## config.mk

```make
export PLATFORM = sky130hd
export DESIGN_NAME = stwc_top
export DESIGN_NICKNAME = d
export VERILOG_FILES = /design/src/inc/stwc_pkg.sv /design/src/hdl/stwc_top.sv
export VERILOG_INCLUDE_DIRS = /design/src /design/src/inc
export SDC_FILE = /design/constraint.sdc
export NUM_CORES = 1
export LEC_CHECK = 0
export BUFFER_PORTS_ARGS = -buffer_cell sky130_fd_sc_hd__buf_2
export CORE_UTILIZATION = 51
export CTS_BUF_LIST = sky130_fd_sc_hd__clkbuf_16
export CTS_CLUSTER_DIAMETER = 30
export DETAILED_ROUTE_END_ITERATION = 8
export PLACE_DENSITY = 0.77
export SLEW_MARGIN = 20
export SYNTH_ARGS = -nofsm -noshare
export SYNTH_HDL_FRONTEND = slang
export SYNTH_SLANG_ARGS = --single-unit
```

## constraint.sdc

```tcl
create_clock -name clk -period 8.8 [get_ports clk]
set_input_delay 1.76 -clock clk [delete_from_list [all_inputs] [get_ports clk]]
set_output_delay 1.76 -clock clk [all_outputs]
set_load 0.05 [all_outputs]
```

## src/inc/stwc_map.svh

```systemverilog
`ifndef STWC_MAP_SVH
`define STWC_MAP_SVH

// Register indices; the byte address is four times the index
`define STWC_IDX_PWR_CTRL   14'h22E0
`define STWC_IDX_RC_CAL     14'h22E1
`define STWC_IDX_INT_HIGH   14'h22E3
`define STWC_IDX_INT_LOW    14'h22E4
`define STWC_IDX_INT_FINE   14'h22E5
`define STWC_IDX_STEP_STAT  14'h22E6
`define STWC_IDX_P0_PDIR    14'h22E7
`define STWC_IDX_P1_PDIR    14'h22E8
`define STWC_IDX_P3_PDIR    14'h22E9
`define STWC_IDX_P0_PON     14'h22EA
`define STWC_IDX_P1_PON     14'h22EB
`define STWC_IDX_P3_PON     14'h22EC
`define STWC_IDX_P0_WLVL    14'h22ED
`define STWC_IDX_P1_WLVL    14'h22EE
`define STWC_IDX_P3_WLVL    14'h22EF
`define STWC_IDX_P0_WMSK    14'h22F0
`define STWC_IDX_P1_WMSK    14'h22F1
`define STWC_IDX_P3_WMSK    14'h22F2

// Slots relative to the first index
`define STWC_SLOT_PWR       5'd0
`define STWC_SLOT_CAL       5'd1
`define STWC_SLOT_HOLE      5'd2
`define STWC_SLOT_HIGH      5'd3
`define STWC_SLOT_LOW       5'd4
`define STWC_SLOT_FINE      5'd5
`define STWC_SLOT_STAT      5'd6
`define STWC_SLOT_PDIR0     5'd7
`define STWC_SLOT_PON0      5'd10
`define STWC_SLOT_WLVL0     5'd13
`define STWC_SLOT_WMSK3     5'd18
`define STWC_NUM_SLOTS      19

// Reset values
`define STWC_RST_PWR        8'hD8
`define STWC_RST_CAL        8'h98
`define STWC_RST_LOW        8'h01
`define STWC_RST_STAT       8'h87
`define STWC_RST_PULL       8'hFF
`define STWC_RST_WMSK3      8'h0C
`define STWC_RST_ZERO       8'h00

// Writable bit masks
`define STWC_WM_CAL         8'h6F
`define STWC_WM_STAT        8'h9F
`define STWC_WM_ALL         8'hFF
`define STWC_WM_NONE        8'h00

// Field positions, power-down control
`define STWC_PC_BOD         7
`define STWC_PC_AREG        6
`define STWC_PC_TMR_ON      5
`define STWC_PC_FRC_ON      4
`define STWC_PC_SRC_ON      3
`define STWC_PC_CLK_SEL     2
`define STWC_PC_MODE_HI     1
`define STWC_PC_MODE_LO     0
// Calibration and step/status fields
`define STWC_CAL_FAST       6
`define STWC_CAL_SLOW       3
`define STWC_ST_STEP        7
`define STWC_ST_XOK         6
`define STWC_ST_EXP_HI      4
`define STWC_ST_EXP_LO      3
`define STWC_ST_MUX         2

// Interval steps as printed, and their slow-clock tick counts
`define STWC_STEP_FINE_NS   30500
`define STWC_STEP_MID_NS    3904000
`define STWC_SLOW_HZ        32768
`define STWC_TICKS_FINE     34'h000000001
`define STWC_TICKS_MID      34'h000000080
`define STWC_TICKS_SEC      34'h000008000
`define STWC_TICKS_512S     34'h001000000
`define STWC_TICKS_65536S   34'h080000000

`endif

```

## src/inc/stwc_pkg.sv

```systemverilog
package stwc_pkg;

    // Power states, one-hot
    typedef enum logic [3:0] {
        STWC_RUN     = 4'b0001,
        STWC_LIGHT   = 4'b0010,
        STWC_DEEP    = 4'b0100,
        STWC_DEEPEST = 4'b1000
    } stwc_pstate_e;

    // One register byte
    typedef logic [7:0] stwc_byte_t;

endpackage

```

## src/hdl/stwc_top.sv

```systemverilog
`timescale 1ns/100ps
`include "stwc_map.svh"

// Overview of operation
// - Bit 2 picks RC or external slow clock
// - Timer counts only while enable bit set
// - Coarse step: exponent 65536s, coarse 1s, fine 3.904ms
// - Fine step: exponent 512s, coarse 3.904ms, fine 30.5us
// - Coarse split high/low bytes, fine, exponent bits
// - Timer also gives periodic interrupt in run
// - Power-down select: run, light, deep, deepest
// - Status bit 6 shows crystal settled
// - Slow RC calibrated in run, value kept
// - Fast RC calibrated in run, value kept
// - Fast RC forced off in any sleep
// - Fast RC runs while its enable, reset 1
// - Slow RC runs while its enable, except in deepest, reset 1
// - All registers keep contents through sleep
// - Per-pin wake level, 0 low, 1 high
// - Per-pin wake mask enables pin wake
// - Per-pin pull enable and pull direction
// - Bit 7 enables brown-out detector, reset 1
// - Bit 6 enables analog regulators, reset 1
// - Status bit 2 enables analog input mux
// - Wake to run on pin, reset, and timer except in deepest
module stwc_top
    import stwc_pkg::*;
#(
    parameter int PORT_BITS = 24,       // Ports 0, 1 and 3 side by side
    parameter int CNT_W     = 34        // Widest interval in slow ticks
) (
    input  wire logic                 clk,
    input  wire logic                 sys_rst,
    input  wire logic                 hsel,
    input  wire logic [31:0]          haddr,
    input  wire logic [1:0]           htrans,
    input  wire logic                 hwrite,
    input  wire logic [2:0]           hsize,
    input  wire logic [31:0]          hwdata,
    input  wire logic                 hready,
    output logic                      hreadyout,
    output logic                      hresp,
    output logic [31:0]               hrdata,
    input  wire logic                 slowRcClkIn,
    input  wire logic                 extSlowClkIn,
    input  wire logic                 crystalOkIn,
    input  wire logic                 extResetWakeIn,
    input  wire logic [PORT_BITS-1:0] portPinIn,
    input  wire logic                 cpuSleepReq,
    input  wire logic [7:0]           fastRcCalCode,
    input  wire logic [7:0]           slowRcCalCode,
    output logic                      fastRcOscOn,
    output logic                      slowRcOscOn,
    output logic                      slowClockSel,
    output logic                      fastRcCalOn,
    output logic                      slowRcCalOn,
    output logic [7:0]                fastRcTrim,
    output logic [7:0]                slowRcTrim,
    output logic                      brownoutDetectEnable,
    output logic                      analogRegulatorEnable,
    output logic                      analogInputMuxEnable,
    output logic [PORT_BITS-1:0]      portPullOn,
    output logic [PORT_BITS-1:0]      portPullDirection,
    output logic [3:0]                powerState,
    output logic                      sleepTimerRunning,
    output logic                      sleepTimerIrq,
    output logic                      wakeEvent
);

    // Register storage, one byte per slot
    stwc_byte_t regFile [0:`STWC_NUM_SLOTS-1];

    // Bus address-phase capture
    logic                 wrPend_reg;     // Write data phase pending
    logic                 rdPend_reg;     // Read data phase pending
    logic [4:0]           slot_reg;       // Decoded slot
    logic                 hit_reg;        // Address mapped
    logic                 addrTake;       // Address phase accepted
    logic [13:0]          wordIdx;        // Word index from address
    logic                 addrHit;        // Index within the map
    logic [13:0]          slotWide;       // Index minus first index

    // Synchronisers for outside levels
    logic [1:0]           rcSync_reg;
    logic [1:0]           extSync_reg;
    logic [1:0]           xokSync_reg;
    logic [1:0]           rstWSync_reg;
    logic [PORT_BITS-1:0] pinMeta_reg;
    logic [PORT_BITS-1:0] pinSync_reg;
    logic                 tickPrev_reg;   // Last selected slow level
    logic                 slowLevel;      // Selected slow clock level
    logic                 slowTick;       // One rising slow-clock edge

    // Sleep timer
    logic [CNT_W-1:0]     count_reg;      // Elapsed slow ticks
    logic [CNT_W-1:0]     target;         // Programmed interval
    logic [15:0]          coarse;
    logic [1:0]           expo;
    logic                 timerOn;
    logic                 timerHit;

    // Power state and wake
    stwc_pstate_e         state_reg;
    stwc_pstate_e         state_next;
    logic [PORT_BITS-1:0] pinWake;
    logic                 wakeAny;
    logic                 inSleep;
    logic [PORT_BITS-1:0] wakeLevel;
    logic [PORT_BITS-1:0] wakeMask;

    // Reset value of a slot
    function automatic stwc_byte_t slotReset(input int s);
        case (s)
            `STWC_SLOT_PWR:   slotReset = `STWC_RST_PWR;
            `STWC_SLOT_CAL:   slotReset = `STWC_RST_CAL;
            `STWC_SLOT_LOW:   slotReset = `STWC_RST_LOW;
            `STWC_SLOT_STAT:  slotReset = `STWC_RST_STAT;
            `STWC_SLOT_WMSK3: slotReset = `STWC_RST_WMSK3;
            default: begin
                // Pull registers reset high, the rest to zero
                if (s >= `STWC_SLOT_PDIR0 && s < `STWC_SLOT_WLVL0)
                    slotReset = `STWC_RST_PULL;
                else
                    slotReset = `STWC_RST_ZERO;
            end
        endcase
    endfunction

    // Writable bits of a slot; read-only bits keep reset value
    function automatic stwc_byte_t slotMask(input logic [4:0] s);
        case (s)
            `STWC_SLOT_CAL:  slotMask = `STWC_WM_CAL;
            `STWC_SLOT_HOLE: slotMask = `STWC_WM_NONE;
            `STWC_SLOT_STAT: slotMask = `STWC_WM_STAT;
            default:         slotMask = `STWC_WM_ALL;
        endcase
    endfunction

    // Address decode of a transfer presented to this slave
    assign addrTake = hsel & hready & htrans[1];
    assign wordIdx  = haddr[15:2];
    assign slotWide = wordIdx - `STWC_IDX_PWR_CTRL;
    assign addrHit  = (haddr[31:16] == 16'h0000)
                    && (wordIdx >= `STWC_IDX_PWR_CTRL)
                    && (wordIdx <= `STWC_IDX_P3_WMSK)
                    && (wordIdx != `STWC_IDX_PWR_CTRL + 14'h0002);

    // Capture the address phase
    always_ff @(posedge clk or posedge sys_rst) begin
        if (sys_rst) begin
            wrPend_reg <= 1'b0;
            rdPend_reg <= 1'b0;
            slot_reg   <= 5'h00;
            hit_reg    <= 1'b0;
        end else if (rdPend_reg) begin
            // Wait state over, read completes
            rdPend_reg <= 1'b0;
        end else begin
            wrPend_reg <= addrTake & hwrite;
            rdPend_reg <= addrTake & ~hwrite;
            if (addrTake) begin
                slot_reg <= slotWide[4:0];
                hit_reg  <= addrHit;
            end
        end
    end

    // Reads take one wait state, writes none; always OKAY
    assign hreadyout = ~rdPend_reg;
    assign hresp     = 1'b0;

    // Read data, loaded in the wait state
    always_ff @(posedge clk or posedge sys_rst) begin
        if (sys_rst) begin
            hrdata <= 32'h0000_0000;
        end else if (rdPend_reg) begin
            if (!hit_reg) begin
                // Unmapped reads return zero
                hrdata <= 32'h0000_0000;
            end else if (slot_reg == `STWC_SLOT_STAT) begin
                hrdata <= {24'h00_0000, regFile[slot_reg]};
                hrdata[`STWC_ST_XOK] <= xokSync_reg[1];
            end else begin
                hrdata <= {24'h00_0000, regFile[slot_reg]};
            end
        end
    end

    // Register file; never cleared by power state
    always_ff @(posedge clk or posedge sys_rst) begin
        if (sys_rst) begin
            for (int i = 0; i < `STWC_NUM_SLOTS; i++) begin
                regFile[i] <= slotReset(i);
            end
        end else if (wrPend_reg && hit_reg) begin
            // Merge writable bits only
            regFile[slot_reg] <= (regFile[slot_reg] & ~slotMask(slot_reg))
                               | (hwdata[7:0] & slotMask(slot_reg));
        end
    end

    // Two-flop synchronisers for pins and analog status
    always_ff @(posedge clk or posedge sys_rst) begin
        if (sys_rst) begin
            rcSync_reg   <= 2'b00;
            extSync_reg  <= 2'b00;
            xokSync_reg  <= 2'b00;
            rstWSync_reg <= 2'b00;
            pinMeta_reg  <= '0;
            pinSync_reg  <= '0;
        end else begin
            rcSync_reg   <= {rcSync_reg[0], slowRcClkIn};
            extSync_reg  <= {extSync_reg[0], extSlowClkIn};
            xokSync_reg  <= {xokSync_reg[0], crystalOkIn};
            rstWSync_reg <= {rstWSync_reg[0], extResetWakeIn};
            pinMeta_reg  <= portPinIn;
            pinSync_reg  <= pinMeta_reg;
        end
    end

    // Slow clock source choice; the RC source needs its enable
    assign slowLevel = regFile[`STWC_SLOT_PWR][`STWC_PC_CLK_SEL]
                     ? extSync_reg[1]
                     : (rcSync_reg[1]
                        & regFile[`STWC_SLOT_PWR][`STWC_PC_SRC_ON]);

    // Rising-edge detect of the chosen slow clock
    always_ff @(posedge clk or posedge sys_rst) begin
        if (sys_rst) begin
            tickPrev_reg <= 1'b0;
        end else begin
            tickPrev_reg <= slowLevel;
        end
    end
    assign slowTick = slowLevel & ~tickPrev_reg;

    // Interval fields
    assign coarse = {regFile[`STWC_SLOT_HIGH], regFile[`STWC_SLOT_LOW]};
    assign expo   = regFile[`STWC_SLOT_STAT][`STWC_ST_EXP_HI:`STWC_ST_EXP_LO];

    // Interval in slow ticks for the selected step
    always_comb begin
        if (regFile[`STWC_SLOT_STAT][`STWC_ST_STEP]) begin
            target = CNT_W'(`STWC_TICKS_65536S * CNT_W'(expo))
                   + CNT_W'(`STWC_TICKS_SEC * CNT_W'(coarse))
                   + CNT_W'(`STWC_TICKS_MID
                            * CNT_W'(regFile[`STWC_SLOT_FINE]));
        end else begin
            target = CNT_W'(`STWC_TICKS_512S * CNT_W'(expo))
                   + CNT_W'(`STWC_TICKS_MID * CNT_W'(coarse))
                   + CNT_W'(`STWC_TICKS_FINE
                            * CNT_W'(regFile[`STWC_SLOT_FINE]));
        end
    end

    // Timer runs when enabled, except where it is powered down
    assign timerOn  = regFile[`STWC_SLOT_PWR][`STWC_PC_TMR_ON]
                    & (state_reg != STWC_DEEPEST);
    assign timerHit = timerOn & slowTick
                    & ((count_reg + CNT_W'(1)) >= target);

    // Elapsed tick counter, restarts after each interval
    always_ff @(posedge clk or posedge sys_rst) begin
        if (sys_rst) begin
            count_reg <= '0;
        end else if (!timerOn) begin
            // Stopped timer holds at zero
            count_reg <= '0;
        end else if (timerHit) begin
            count_reg <= '0;
        end else if (slowTick) begin
            count_reg <= count_reg + CNT_W'(1);
        end
    end

    // Timer interrupt pulse, in run, light and deep sleep alike
    always_ff @(posedge clk or posedge sys_rst) begin
        if (sys_rst) begin
            sleepTimerIrq <= 1'b0;
        end else begin
            sleepTimerIrq <= timerHit;
        end
    end

    // Pin wake match: enabled pins at their chosen level
    assign wakeLevel = {regFile[`STWC_SLOT_WLVL0+5'd2],
                        regFile[`STWC_SLOT_WLVL0+5'd1],
                        regFile[`STWC_SLOT_WLVL0]};
    assign wakeMask  = {regFile[`STWC_SLOT_WMSK3],
                        regFile[`STWC_SLOT_WMSK3-5'd1],
                        regFile[`STWC_SLOT_WMSK3-5'd2]};
    assign pinWake = wakeMask
                   & ~(pinSync_reg ^ wakeLevel);
    assign inSleep = (state_reg != STWC_RUN);
    assign wakeAny = (|pinWake) | timerHit | rstWSync_reg[1];

    // Next power state
    always_comb begin
        state_next = state_reg;
        case (state_reg)
            STWC_RUN: begin
                // Sleep request enters the programmed state
                if (cpuSleepReq) begin
                    case (regFile[`STWC_SLOT_PWR][`STWC_PC_MODE_HI:
                                                  `STWC_PC_MODE_LO])
                        2'b01:   state_next = STWC_LIGHT;
                        2'b10:   state_next = STWC_DEEP;
                        2'b11:   state_next = STWC_DEEPEST;
                        default: state_next = STWC_RUN;
                    endcase
                end
            end
            STWC_LIGHT, STWC_DEEP, STWC_DEEPEST: begin
                // Any wake source returns to run
                if (wakeAny) begin
                    state_next = STWC_RUN;
                end
            end
            default: state_next = STWC_RUN;
        endcase
    end

    // Power state register
    always_ff @(posedge clk or posedge sys_rst) begin
        if (sys_rst) begin
            state_reg <= STWC_RUN;
        end else begin
            state_reg <= state_next;
        end
    end

    // Wake pulse marks the return to run
    always_ff @(posedge clk or posedge sys_rst) begin
        if (sys_rst) begin
            wakeEvent <= 1'b0;
        end else begin
            wakeEvent <= inSleep & wakeAny;
        end
    end

    // Calibration trims follow the engines, then hold
    always_ff @(posedge clk or posedge sys_rst) begin
        if (sys_rst) begin
            fastRcTrim <= 8'h00;
            slowRcTrim <= 8'h00;
        end else begin
            if (fastRcCalOn) begin
                fastRcTrim <= fastRcCalCode;
            end
            if (slowRcCalOn) begin
                slowRcTrim <= slowRcCalCode;
            end
        end
    end

    // Calibration active only in run with a settled crystal
    assign fastRcCalOn = ~inSleep & xokSync_reg[1]
                       & regFile[`STWC_SLOT_CAL][`STWC_CAL_FAST];
    assign slowRcCalOn = ~inSleep & xokSync_reg[1]
                       & regFile[`STWC_SLOT_CAL][`STWC_CAL_SLOW];

    // Oscillator gating
    assign fastRcOscOn = regFile[`STWC_SLOT_PWR][`STWC_PC_FRC_ON]
                       & ~inSleep;
    assign slowRcOscOn = regFile[`STWC_SLOT_PWR][`STWC_PC_SRC_ON]
                       & (state_reg != STWC_DEEPEST);
    assign slowClockSel = regFile[`STWC_SLOT_PWR][`STWC_PC_CLK_SEL];

    // Analog enables straight from the register bits
    assign brownoutDetectEnable  =
        regFile[`STWC_SLOT_PWR][`STWC_PC_BOD];
    assign analogRegulatorEnable =
        regFile[`STWC_SLOT_PWR][`STWC_PC_AREG];
    assign analogInputMuxEnable  =
        regFile[`STWC_SLOT_STAT][`STWC_ST_MUX];

    // Pull configuration, port 0 low byte, port 3 high byte
    assign portPullOn = {regFile[`STWC_SLOT_PON0+5'd2],
                         regFile[`STWC_SLOT_PON0+5'd1],
                         regFile[`STWC_SLOT_PON0]};
    assign portPullDirection = {regFile[`STWC_SLOT_PDIR0+5'd2],
                                regFile[`STWC_SLOT_PDIR0+5'd1],
                                regFile[`STWC_SLOT_PDIR0]};

    // Status outputs
    assign powerState        = state_reg;
    assign sleepTimerRunning = timerOn;

endmodule

```

==> qor_table.md, run 1 <==
| Step | Result | Value |
|---|---|---|
| timing | Min Tclk post-route | 4.72 ns |
| critical path | FF-to-FF path depth | 16 |
| grt | Vias in the first global route | 10394 |
| critical path | Launch instance of the worst register-to-register path | count_reg[0] |
| critical path | Startpoint type of the worst setup path | flip-flop |
| timing | Max Fclk | 0.212 GHz |
| placement | Half-perimeter wire length after detailed placement | 24.4 mm |
| logic synthesis | Fraction of synthesized area in multiplexers | 9.28% |
| cells and area | Flip-flop count of the largest register, all copies and words added | 82 |
| cells and area | Utilization of the core after routing | 61.6% |
| timing | Final worst-path cycle share | 53.7% |
| critical path | Maximum single-stage delay on the critical path | 0.47 ns |
| critical path | R2r endpoint | count_reg[9] |
| route | Post-detailed-route DRC marker count | 0 |
| timing | Final setup TNS | 0 ns |
| floorplan | IO Pins | 232 |
| clock network | Reg clk slew, reported paths | 0.06 ns |
| logic synthesis | Share of async-settable or async-resettable flops after synthesis | 100% |
| logic synthesis | Count of unique library cells instantiated by Yosys | 59 |
| logic synthesis | Top-area cell type share of the netlist area | 39.4% |
| grt | Initial antenna violation count | 0 |
| critical path | Crit end category | flip-flop |
| clock network | Buffer type at the clock tree root | clkbuf_16 |
| route | Antenna Violating Nets Remaining | 0 |
| run | Count of maximum capacitance violations | 0 |
| power and ir drop | Static leakage | 0.00773 uW |
| logic synthesis | Yosys warning total | 0 |
| critical path | Crit path kind | flip-flop to flip-flop |
| logic synthesis | Simple logic cell fraction of the synthesized area | 13.4% |
| critical path | Critical-path cell list | ha_1 -> nand3_1 -> nor3_1 -> nand4_1 -> nor2_1 -> and3_1 -> nand3_1 -> xnor2_1 -> ha_1 -> nand4_1 -> nor4_1 -> nand2_1 -> a41o_1 -> and3b_2 -> and3_1 -> a221o_1 |
| power and ir drop | Final Power | 4030 uW |
| clock network | Number of buffers inserted during clock tree synthesis | 54 |
| cells and area | Net total in the final layout | 1593 |
| hold path | Hold Path Class | flip-flop to flip-flop |
| route | Initial DRT Pass Iterations | 7 |
| logic synthesis | Portion of the post-synthesis area used by sequential elements | 51.4% |
| grt | Congestion Overflow GR | 0 |
| logic synthesis | Xor/xnor cell area share of the yosys netlist | 4.11% |
| clock network | Clock tree from TritonCTS | yes |
| floorplan | Die H | 167 um |
| floorplan | Initial core utilization | 52.5% |
| floorplan | Std cell rows | 59 |
| critical path | R2R Setup Slk | 4.08 ns |
| timing | Worst slew margin relative to its limit | 32.4% |
| clock network | H-tree Lvls | 2 |
| critical path | Startpoint of the worst setup timing path | count_reg[0] |
| route | DR vias | 10464 |
| cells and area | Top library cells by usage in the layout, fill and taps aside | nand2_1 (216), dfrtp_1 (216), buf_2 (176) |
| logic synthesis | Synth Instances | 1319 |
| status | Run status | completed |
| cells and area | Filler cells | 2026 |
| timing | Worst Clk Skew | 0.0290 ns |
| clock network | Source-to-sink clock delay at the later pin of the worst-skew pair | 0.58 ns |
| timing | Final hold violation count | 0 |
| power and ir drop | IR drop worst, VDD | 0.278 mV |
| clock network | Count of cells resized by post-cts repair | 0 |
| timing | Final-report setup violation count | 0 |
| route | Violation count after the first detailed-route iteration | 1022 |
| grt | First-pass GRT wire length | 56.2 mm |
| route | Final routed wirelength across all metal layers | 35.5 mm |
| power and ir drop | Pwr dens | 248 nW/um^2 |
| logic synthesis | EDFF count, synth | 0 |
| critical path | Worst endpoint required time | 9.23 ns |
| critical path | Buf+Inv Stages, Crit Path | 0 |
| logic synthesis | Post-synthesis instance area | 13800 um^2 |
| timing | Final worst slack | 4.08 ns |
| floorplan | Die width | 167 um |
| timing | RSZ-0062 raised after global routing | false |
| route | Average wire per standard cell | 19.6 um |
| route | Via density per instance | 5.76 |
| logic synthesis | Mean instance size in the synthesized netlist | 10.5 um^2 |
| placement | Worst slack after detailed placement | 4.15 ns |
| critical path | Number of cells on the critical path | 16 |
| clock network | Number of sinks handled by clock tree synthesis | 281 |
| timing | Transition time at the pin with the least slew margin | 1.01 ns |
| grt | Combined global-route utilization of all metal layers | 26.0% |
| cells and area | Inserted Diodes | 0 |
| logic synthesis | Top FF cell, synth | dfrtp_1 |
| grt | Pin count of the biggest net entering global routing | 156 |
| cells and area | Area growth from synthesis to final layout | 17.4% |
| logic synthesis | Share of the synthesized area in compound gates (AO/OA/AOI/OAI) | 11.7% |
| critical path | Slowest stage cell on the critical path | and3b_2 |
| cells and area | Proportion of layout cells with a drive suffix above 1 | 27.7% |
| logic synthesis | Post-synth top area cell | dfrtp_1 |
| timing | Slew Limit Fails | 0 |
| critical path | Largest fanout on the critical path | 41 |
| placement | Final GP Congestion | 0.871 |
| placement | Number of buffer cells added on primary ports | 176 |
| clock network | Count of buffers added by post-CTS timing repair for setup | 0 |
| logic synthesis | Yosys reg bits | 281 |
| logic synthesis | Top cells by area, synth | dfrtp_1 (39%), dfstp_2 (12%), nand2_1 (5.9%) |
| floorplan | Area of the die | 27800 um^2 |
| critical path | Gate family responsible for the most delay along the worst path | simple AND/OR/NAND/NOR gates |
| floorplan | Core area | 26400 um^2 |
| critical path | End of the critical path | count_reg[9] |
| logic synthesis | Largest family of logic cells by synthesized area | simple AND/OR/NAND/NOR gates |
| logic synthesis | Synth Area in Adders | 3.26% |
| clock network | Cts-stage hold buffer count | 0 |
| critical path | Signal arrival time at the worst endpoint | 5.16 ns |
| clock network | Maximum root-to-sink buffer count | 3 |
[synthesized netlist by cell type, drive strengths merged, types with 4 or more instances]
cell	instances
o2bb2ai	9
or3	7
nor3	14
nor2b	11
a21o	4
mux2i	18
a22oi	7
dfrtp	218
clkbuf	60
nand2	217
a22o	17
a221o	6
a21oi	54
inv	14
ha	36
mux4	35
nor2	60
o21ai	162
nand4	21
buf	90
mux2	28
nor4	5
and2	4
and3	12
a211oi	4
dfstp	63
nand3	33
nand2b	11
xnor2	48
xor2	17
[worst reg2reg max path, cell delays in order (launching register included)]
cell and delay (ns):
dfrtp_1 0.43, ha_1 0.25, nand3_1 0.22, nor3_1 0.41, nand4_1 0.27, nor2_1 0.21, and3_1 0.27, nand3_1 0.12
xnor2_1 0.17, ha_1 0.32, nand4_1 0.15, nor4_1 0.38, nand2_1 0.10, a41o_1 0.26, and3b_2 0.47, and3_1 0.32
a221o_1 0.26
[per-stage QoR]
stage | cell area (um^2) | hold slack (ns) | std cells
after detailed placement | 14500 | 0.335 | 1716
after floorplan | 13900 | 0.331 | 1343
after global routing | 16200 | 0.349 | 1818
after global placement | 14500 | 0.332 | 1716
final | 16200 | 0.329 | 1818
after CTS | 16200 | 0.332 | 1817
[metal layers]
layer	vias up	global-route usage, %	part of all wire [%]
met4	0	11.4	3.9
met3	105	5.63	7.4
met2	448	42.0	48
li1	4779	-	-
met5	-	0	0
met1	5132	33.9	41
[worst min path at each step]
stage / cells past startpoint / slack [ns] / to / from
after floorplan: 0 / 0.33 / extSync_reg[1] / extSync_reg[0]
after global placement: 0 / 0.33 / pinSync_reg[13] / pinMeta_reg[13]
after detailed placement: 0 / 0.33 / extSync_reg[1] / extSync_reg[0]
after CTS: 0 / 0.33 / pinSync_reg[1] / pinMeta_reg[1]
after global routing: 0 / 0.35 / pinSync_reg[3] / pinMeta_reg[3]
final: 0 / 0.33 / pinSync_reg[1] / pinMeta_reg[1]
[power breakdown]
| group | internal [uW] | switching (uW) | total, uW |
|---|---|---|---|
| Combinational | 203 | 447 | 650 |
| Sequential | 1370 | 63.1 | 1430 |
| Clock | 1260 | 696 | 1950 |
| Total | 2830 | 1210 | 4030 |
[cell type report]
class | instances | area [um^2] | area share [%]
Clock buffer | 55 | 1380 | 8.47
Clock inverter | 46 | 388 | 2.39
Multi-Input combinational cell | 897 | 5890 | 36.2
Tap cell | 335 | 419 | 2.58
Inverter | 15 | 60.1 | 0.370
Sequential cell | 281 | 7110 | 43.8
Timing Repair Buffer | 189 | 1000 | 6.18
[cells by family after synthesis]
group	Yosys count
and+or+nand+nor	410
DFF	281
AOI/OAI and AO/OA	280
buffers and inverters	165
muxes	81
xor gates and xnor gates	65
adders and majority gates	36
other	1
Note: power is estimated with default switching activity, not from simulation.
==> inputs of run 2 (changes only) <==
--- a/config.mk
+++ b/config.mk
@@ -6,12 +6,13 @@
 export SDC_FILE = /design/constraint.sdc
 export NUM_CORES = 1
 export LEC_CHECK = 0
+export ABC_AREA = 1
 export BUFFER_PORTS_ARGS = -buffer_cell sky130_fd_sc_hd__buf_2
-export CORE_UTILIZATION = 51
+export CORE_UTILIZATION = 52
 export CTS_BUF_LIST = sky130_fd_sc_hd__clkbuf_16
 export CTS_CLUSTER_DIAMETER = 30
 export DETAILED_ROUTE_END_ITERATION = 8
-export PLACE_DENSITY = 0.77
+export PLACE_DENSITY = 0.78
 export SLEW_MARGIN = 20
 export SYNTH_ARGS = -nofsm -noshare
 export SYNTH_HDL_FRONTEND = slang
==> constraint.sdc (replaced) <==
create_clock -name clk -period 3.8 [get_ports clk]
set_input_delay 0.76 -clock clk [delete_from_list [all_inputs] [get_ports clk]]
set_output_delay 0.76 -clock clk [all_outputs]
set_load 0.05 [all_outputs]
==> run 2 against run 1 <==
The run now ends with negative setup slack left; critical path depth rose by 13; area after synthesis up 6.1%; synthesized cell count grew 36%; wire length up 21%; first-iteration DRC count increased by 26%; clock power rose to 2.5 times the previous value; non-clock buffer count rose by 25; largest cell class unchanged; largest power group unchanged.
==> qor_table.md, run 2 <==
| Step | Result | Value | vs previous |
|---|---|---|---|
| power and ir drop | Final Power | 10200 uW | +150% |
| floorplan | Die width | 170 um | +2.0% |
| critical path | Crit end category | flip-flop |  |
| logic synthesis | Yosys warning total | 0 | unchanged |
| critical path | Startpoint type of the worst setup path | flip-flop |  |
| critical path | Signal arrival time at the worst endpoint | 4.55 ns | -0.61 ns |
| route | DR vias | 13192 | +26% |
| logic synthesis | Top-area cell type share of the netlist area | 37.2% | -2.3 points |
| cells and area | Number of standard cells in the final layout excluding fillers | 2368 | +30% |
| clock network | Source-to-sink clock delay at the later pin of the worst-skew pair | 0.58 ns | about the same |
| timing | Max Fclk | 0.245 GHz | +16% |
| floorplan | Area of the die | 28900 um^2 | +4.0% |
| placement | Number of buffer cells added on primary ports | 176 | unchanged |
| clock network | Number of sinks handled by clock tree synthesis | 281 | unchanged |
| timing | Final worst slack | -0.285 ns | -4.36 ns |
| cells and area | Flip-flop count of the largest register, all copies and words added | 82 | unchanged |
| clock network | Clock tree from TritonCTS | yes |  |
| run | Count of maximum capacitance violations | 0 | unchanged |
| route | Final routed wirelength across all metal layers | 42.9 mm | +21% |
| grt | Initial antenna violation count | 0 | unchanged |
| clock network | H-tree Lvls | 2 | unchanged |
| logic synthesis | Share of async-settable or async-resettable flops after synthesis | 100% | unchanged |
| route | Antenna Violating Nets Remaining | 0 | unchanged |
| cells and area | Filler cells | 2258 | +11% |
| critical path | Startpoint of the worst setup timing path | coarse[0] |  |
| critical path | Worst endpoint required time | 4.26 ns | -4.97 ns |
| timing | Transition time at the pin with the least slew margin | 1.11 ns | +0.0968 ns |
| cells and area | Top library cells by usage in the layout, fill and taps aside | nand2_1 (501), dfrtp_1 (218), buf_2 (176) |  |
| critical path | R2R Setup Slk | -0.28 ns | -4.36 ns |
| grt | Congestion Overflow GR | 0 | unchanged |
| route | Violation count after the first detailed-route iteration | 1285 | +26% |
| cells and area | Leading cell type in the layout, fill and taps excluded | nand2_1 |  |
| logic synthesis | Library cell with the highest instance count after synthesis | nand2_1 |  |
| floorplan | Std cell rows | 61 | +3.4% |
| timing | Final-layout worst hold slack | 0.135 ns | -0.194 ns |
| logic synthesis | Count of unique library cells instantiated by Yosys | 52 | -12% |
| timing | Slew Limit Fails | 0 | unchanged |
| cells and area | Inserted Diodes | 0 | unchanged |
| critical path | Maximum single-stage delay on the critical path | 0.55 ns | +0.08 ns |
| critical path | FF-to-FF path depth | 29 | +13 |
| timing | Worst Clk Skew | 0.0251 ns | -0.00383 ns |
| hold path | Hold Path Class | primary input to async pin |  |
| logic synthesis | Post-synthesis instance area | 14700 um^2 | +6.1% |
| cells and area | Net total in the final layout | 2098 | +32% |
| clock network | Reg clk slew, reported paths | 0.05 ns | about the same |
| timing | RSZ-0062 raised after global routing | true |  |
| logic synthesis | Mean instance size in the synthesized netlist | 8.19 um^2 | -22% |
| critical path | Launch instance of the worst register-to-register path | coarse[0] |  |
| logic synthesis | Portion of the post-synthesis area used by sequential elements | 48.4% | -2.9 points |
| critical path | Slowest stage cell on the critical path | dfstp_2 |  |
| clock network | Buffer type at the clock tree root | clkbuf_16 |  |
| timing | Final hold violation count | 0 | unchanged |
| route | Initial DRT Pass Iterations | 7 | unchanged |
| logic synthesis | Top cells by area, synth | dfrtp_1 (37%), nand2_1 (14%), dfstp_2 (11%) |  |
| status | Run status | finished with violations |  |
| logic synthesis | Top FF cell, synth | dfrtp_1 |  |
| grt | Pin count of the biggest net entering global routing | 177 | +13% |
| critical path | Crit path kind | flip-flop to flip-flop |  |
| logic synthesis | EDFF count, synth | 0 | unchanged |
| floorplan | Core area | 27800 um^2 | +5.4% |
| placement | Half-perimeter wire length after detailed placement | 28.5 mm | +17% |
| timing | Final worst-path cycle share | 107% | +54 points |
| clock network | Number of buffers inserted during clock tree synthesis | 56 | +3.7% |
| route | Via density per instance | 5.57 | -3.2% |
| critical path | Worst path most repeated cell | nand2_1 |  |
| power and ir drop | IR drop worst, VDD | 0.417 mV | +50% |
| critical path | R2r endpoint | count_reg[29] |  |
| grt | Combined global-route utilization of all metal layers | 29.3% | +3.3 points |
| timing | Final-report setup violation count | 38 | +38 |
| grt | First-pass GRT wire length | 65.8 mm | +17% |
| route | Post-detailed-route DRC marker count | 0 | unchanged |
| power and ir drop | Pwr dens | 571 nW/um^2 | +130% |
| power and ir drop | Static leakage | 0.00939 uW | +21% |
| placement | Final GP Congestion | 0.915 | +5.0% |
| logic synthesis | Synth Instances | 1792 | +36% |
| logic synthesis | Most frequent cells after synthesis | nand2_1 (538), dfrtp_1 (218), inv_1 (151) |  |
| placement | Placed Cells | 2250 | +31% |
| placement | Worst slack after detailed placement | -0.0232 ns | -4.18 ns |
| grt | Vias in the first global route | 12601 | +21% |
| status | Failing checks | negative setup slack |  |
| timing | Min Tclk post-route | 4.08 ns | -0.640 ns |
| floorplan | Initial core utilization | 52.8% | +0.33 points |
| critical path | Largest fanout on the critical path | 8 | -80% |
| floorplan | IO Pins | 232 | unchanged |
| cells and area | Proportion of layout cells with a drive suffix above 1 | 24.7% | -3.0 points |
| cells and area | Area growth from synthesis to final layout | 21.5% |  |
| floorplan | Die H | 170 um | +2.0% |
| logic synthesis | Yosys reg bits | 281 | unchanged |
| route | Average wire per standard cell | 18.1 um | -7.4% |
| clock network | Maximum root-to-sink buffer count | 3 | unchanged |
| logic synthesis | Post-synth top area cell | dfrtp_1 |  |
| timing | Worst slew margin relative to its limit | 26.1% | -6.3 points |
## run 2: layout make-up
type	count	area, um^2	share of cell area, %
Clock buffer	57	1430	8.00
Clock inverter	48	477	2.67
Inverter	168	634	3.56
Multi-Input combinational cell	1222	6410	35.9
Sequential cell	281	7110	39.9
Tap cell	378	473	2.65
Timing Repair Buffer	214	1300	7.31
## run 2: critical path: cells and delay by family, from the launching register on
| kind | cells | cell delay [ns] |
|---|---|---|
| AND/OR/NAND/NOR | 20 | 2.06 |
| adder cells (fa/ha/maj) | 3 | 0.66 |
| flip-flops | 1 | 0.55 |
| buffers and inverters | 3 | 0.37 |
| AO/OA/AOI/OAI | 3 | 0.34 |
## run 2: timing repair
item | 4_1_cts | 5_1_grt
pin swaps | 0 | 23
cloned | 1 | 3
buffers inserted | 5 | 5
hold buffers | 0 | 0
gates resized for setup | 12 | 73
endpoints found under the setup margin | 36 | 39
## run 2: cell families after synthesis
kind of cell               count (synthesis)  share of synthesized area, %
muxes                                      3                         0.205
adders and majority gates                 36                          3.07
buffers and inverters                    313                          10.4
xor gates and xnor gates                  45                          2.68
other                                      1                        0.0255
DFF                                      281                          48.4
AOI/OAI and AO/OA                        260                          10.1
and+or+nand+nor                          853                          25.1
## run 2: metal layers
metal	global-route usage, %	share of wire (%)	vias to the layer above
met4	17.5	5.6	0
met3	5.53	8.5	173
li1	-	-	6065
met2	47.1	47	717
met1	36.8	38	6237
met5	0	0	-
## run 2: metrics by stage
step / TNS, ns / instance area, um^2 / utilization [%]
floorplan: -137.31 / 14800 / -
global placement: 0 / 15500 / 55.7
detailed placement: -0.137 / 15500 / 55.7
CTS: -0.0338 / 17500 / 63.0
global route: -16.25 / 17800 / 64.2
finish: -8.57 / 17800 / 64.2
## run 2: worst max path at each step
stage	endpoint
4_1_cts	count_reg[13]
3_5_place_dp	powerState[1]
3_3_place_gp	powerState[2]
2_1_floorplan	coarse[10]
5_1_grt	count_reg[29]
6_report	count_reg[29]
## run 2: where the power goes
part	switching, uW	internal (uW)	total (uW)
clock	1760	3130	4890
sequential	103	3160	3260
combinational	1530	505	2040
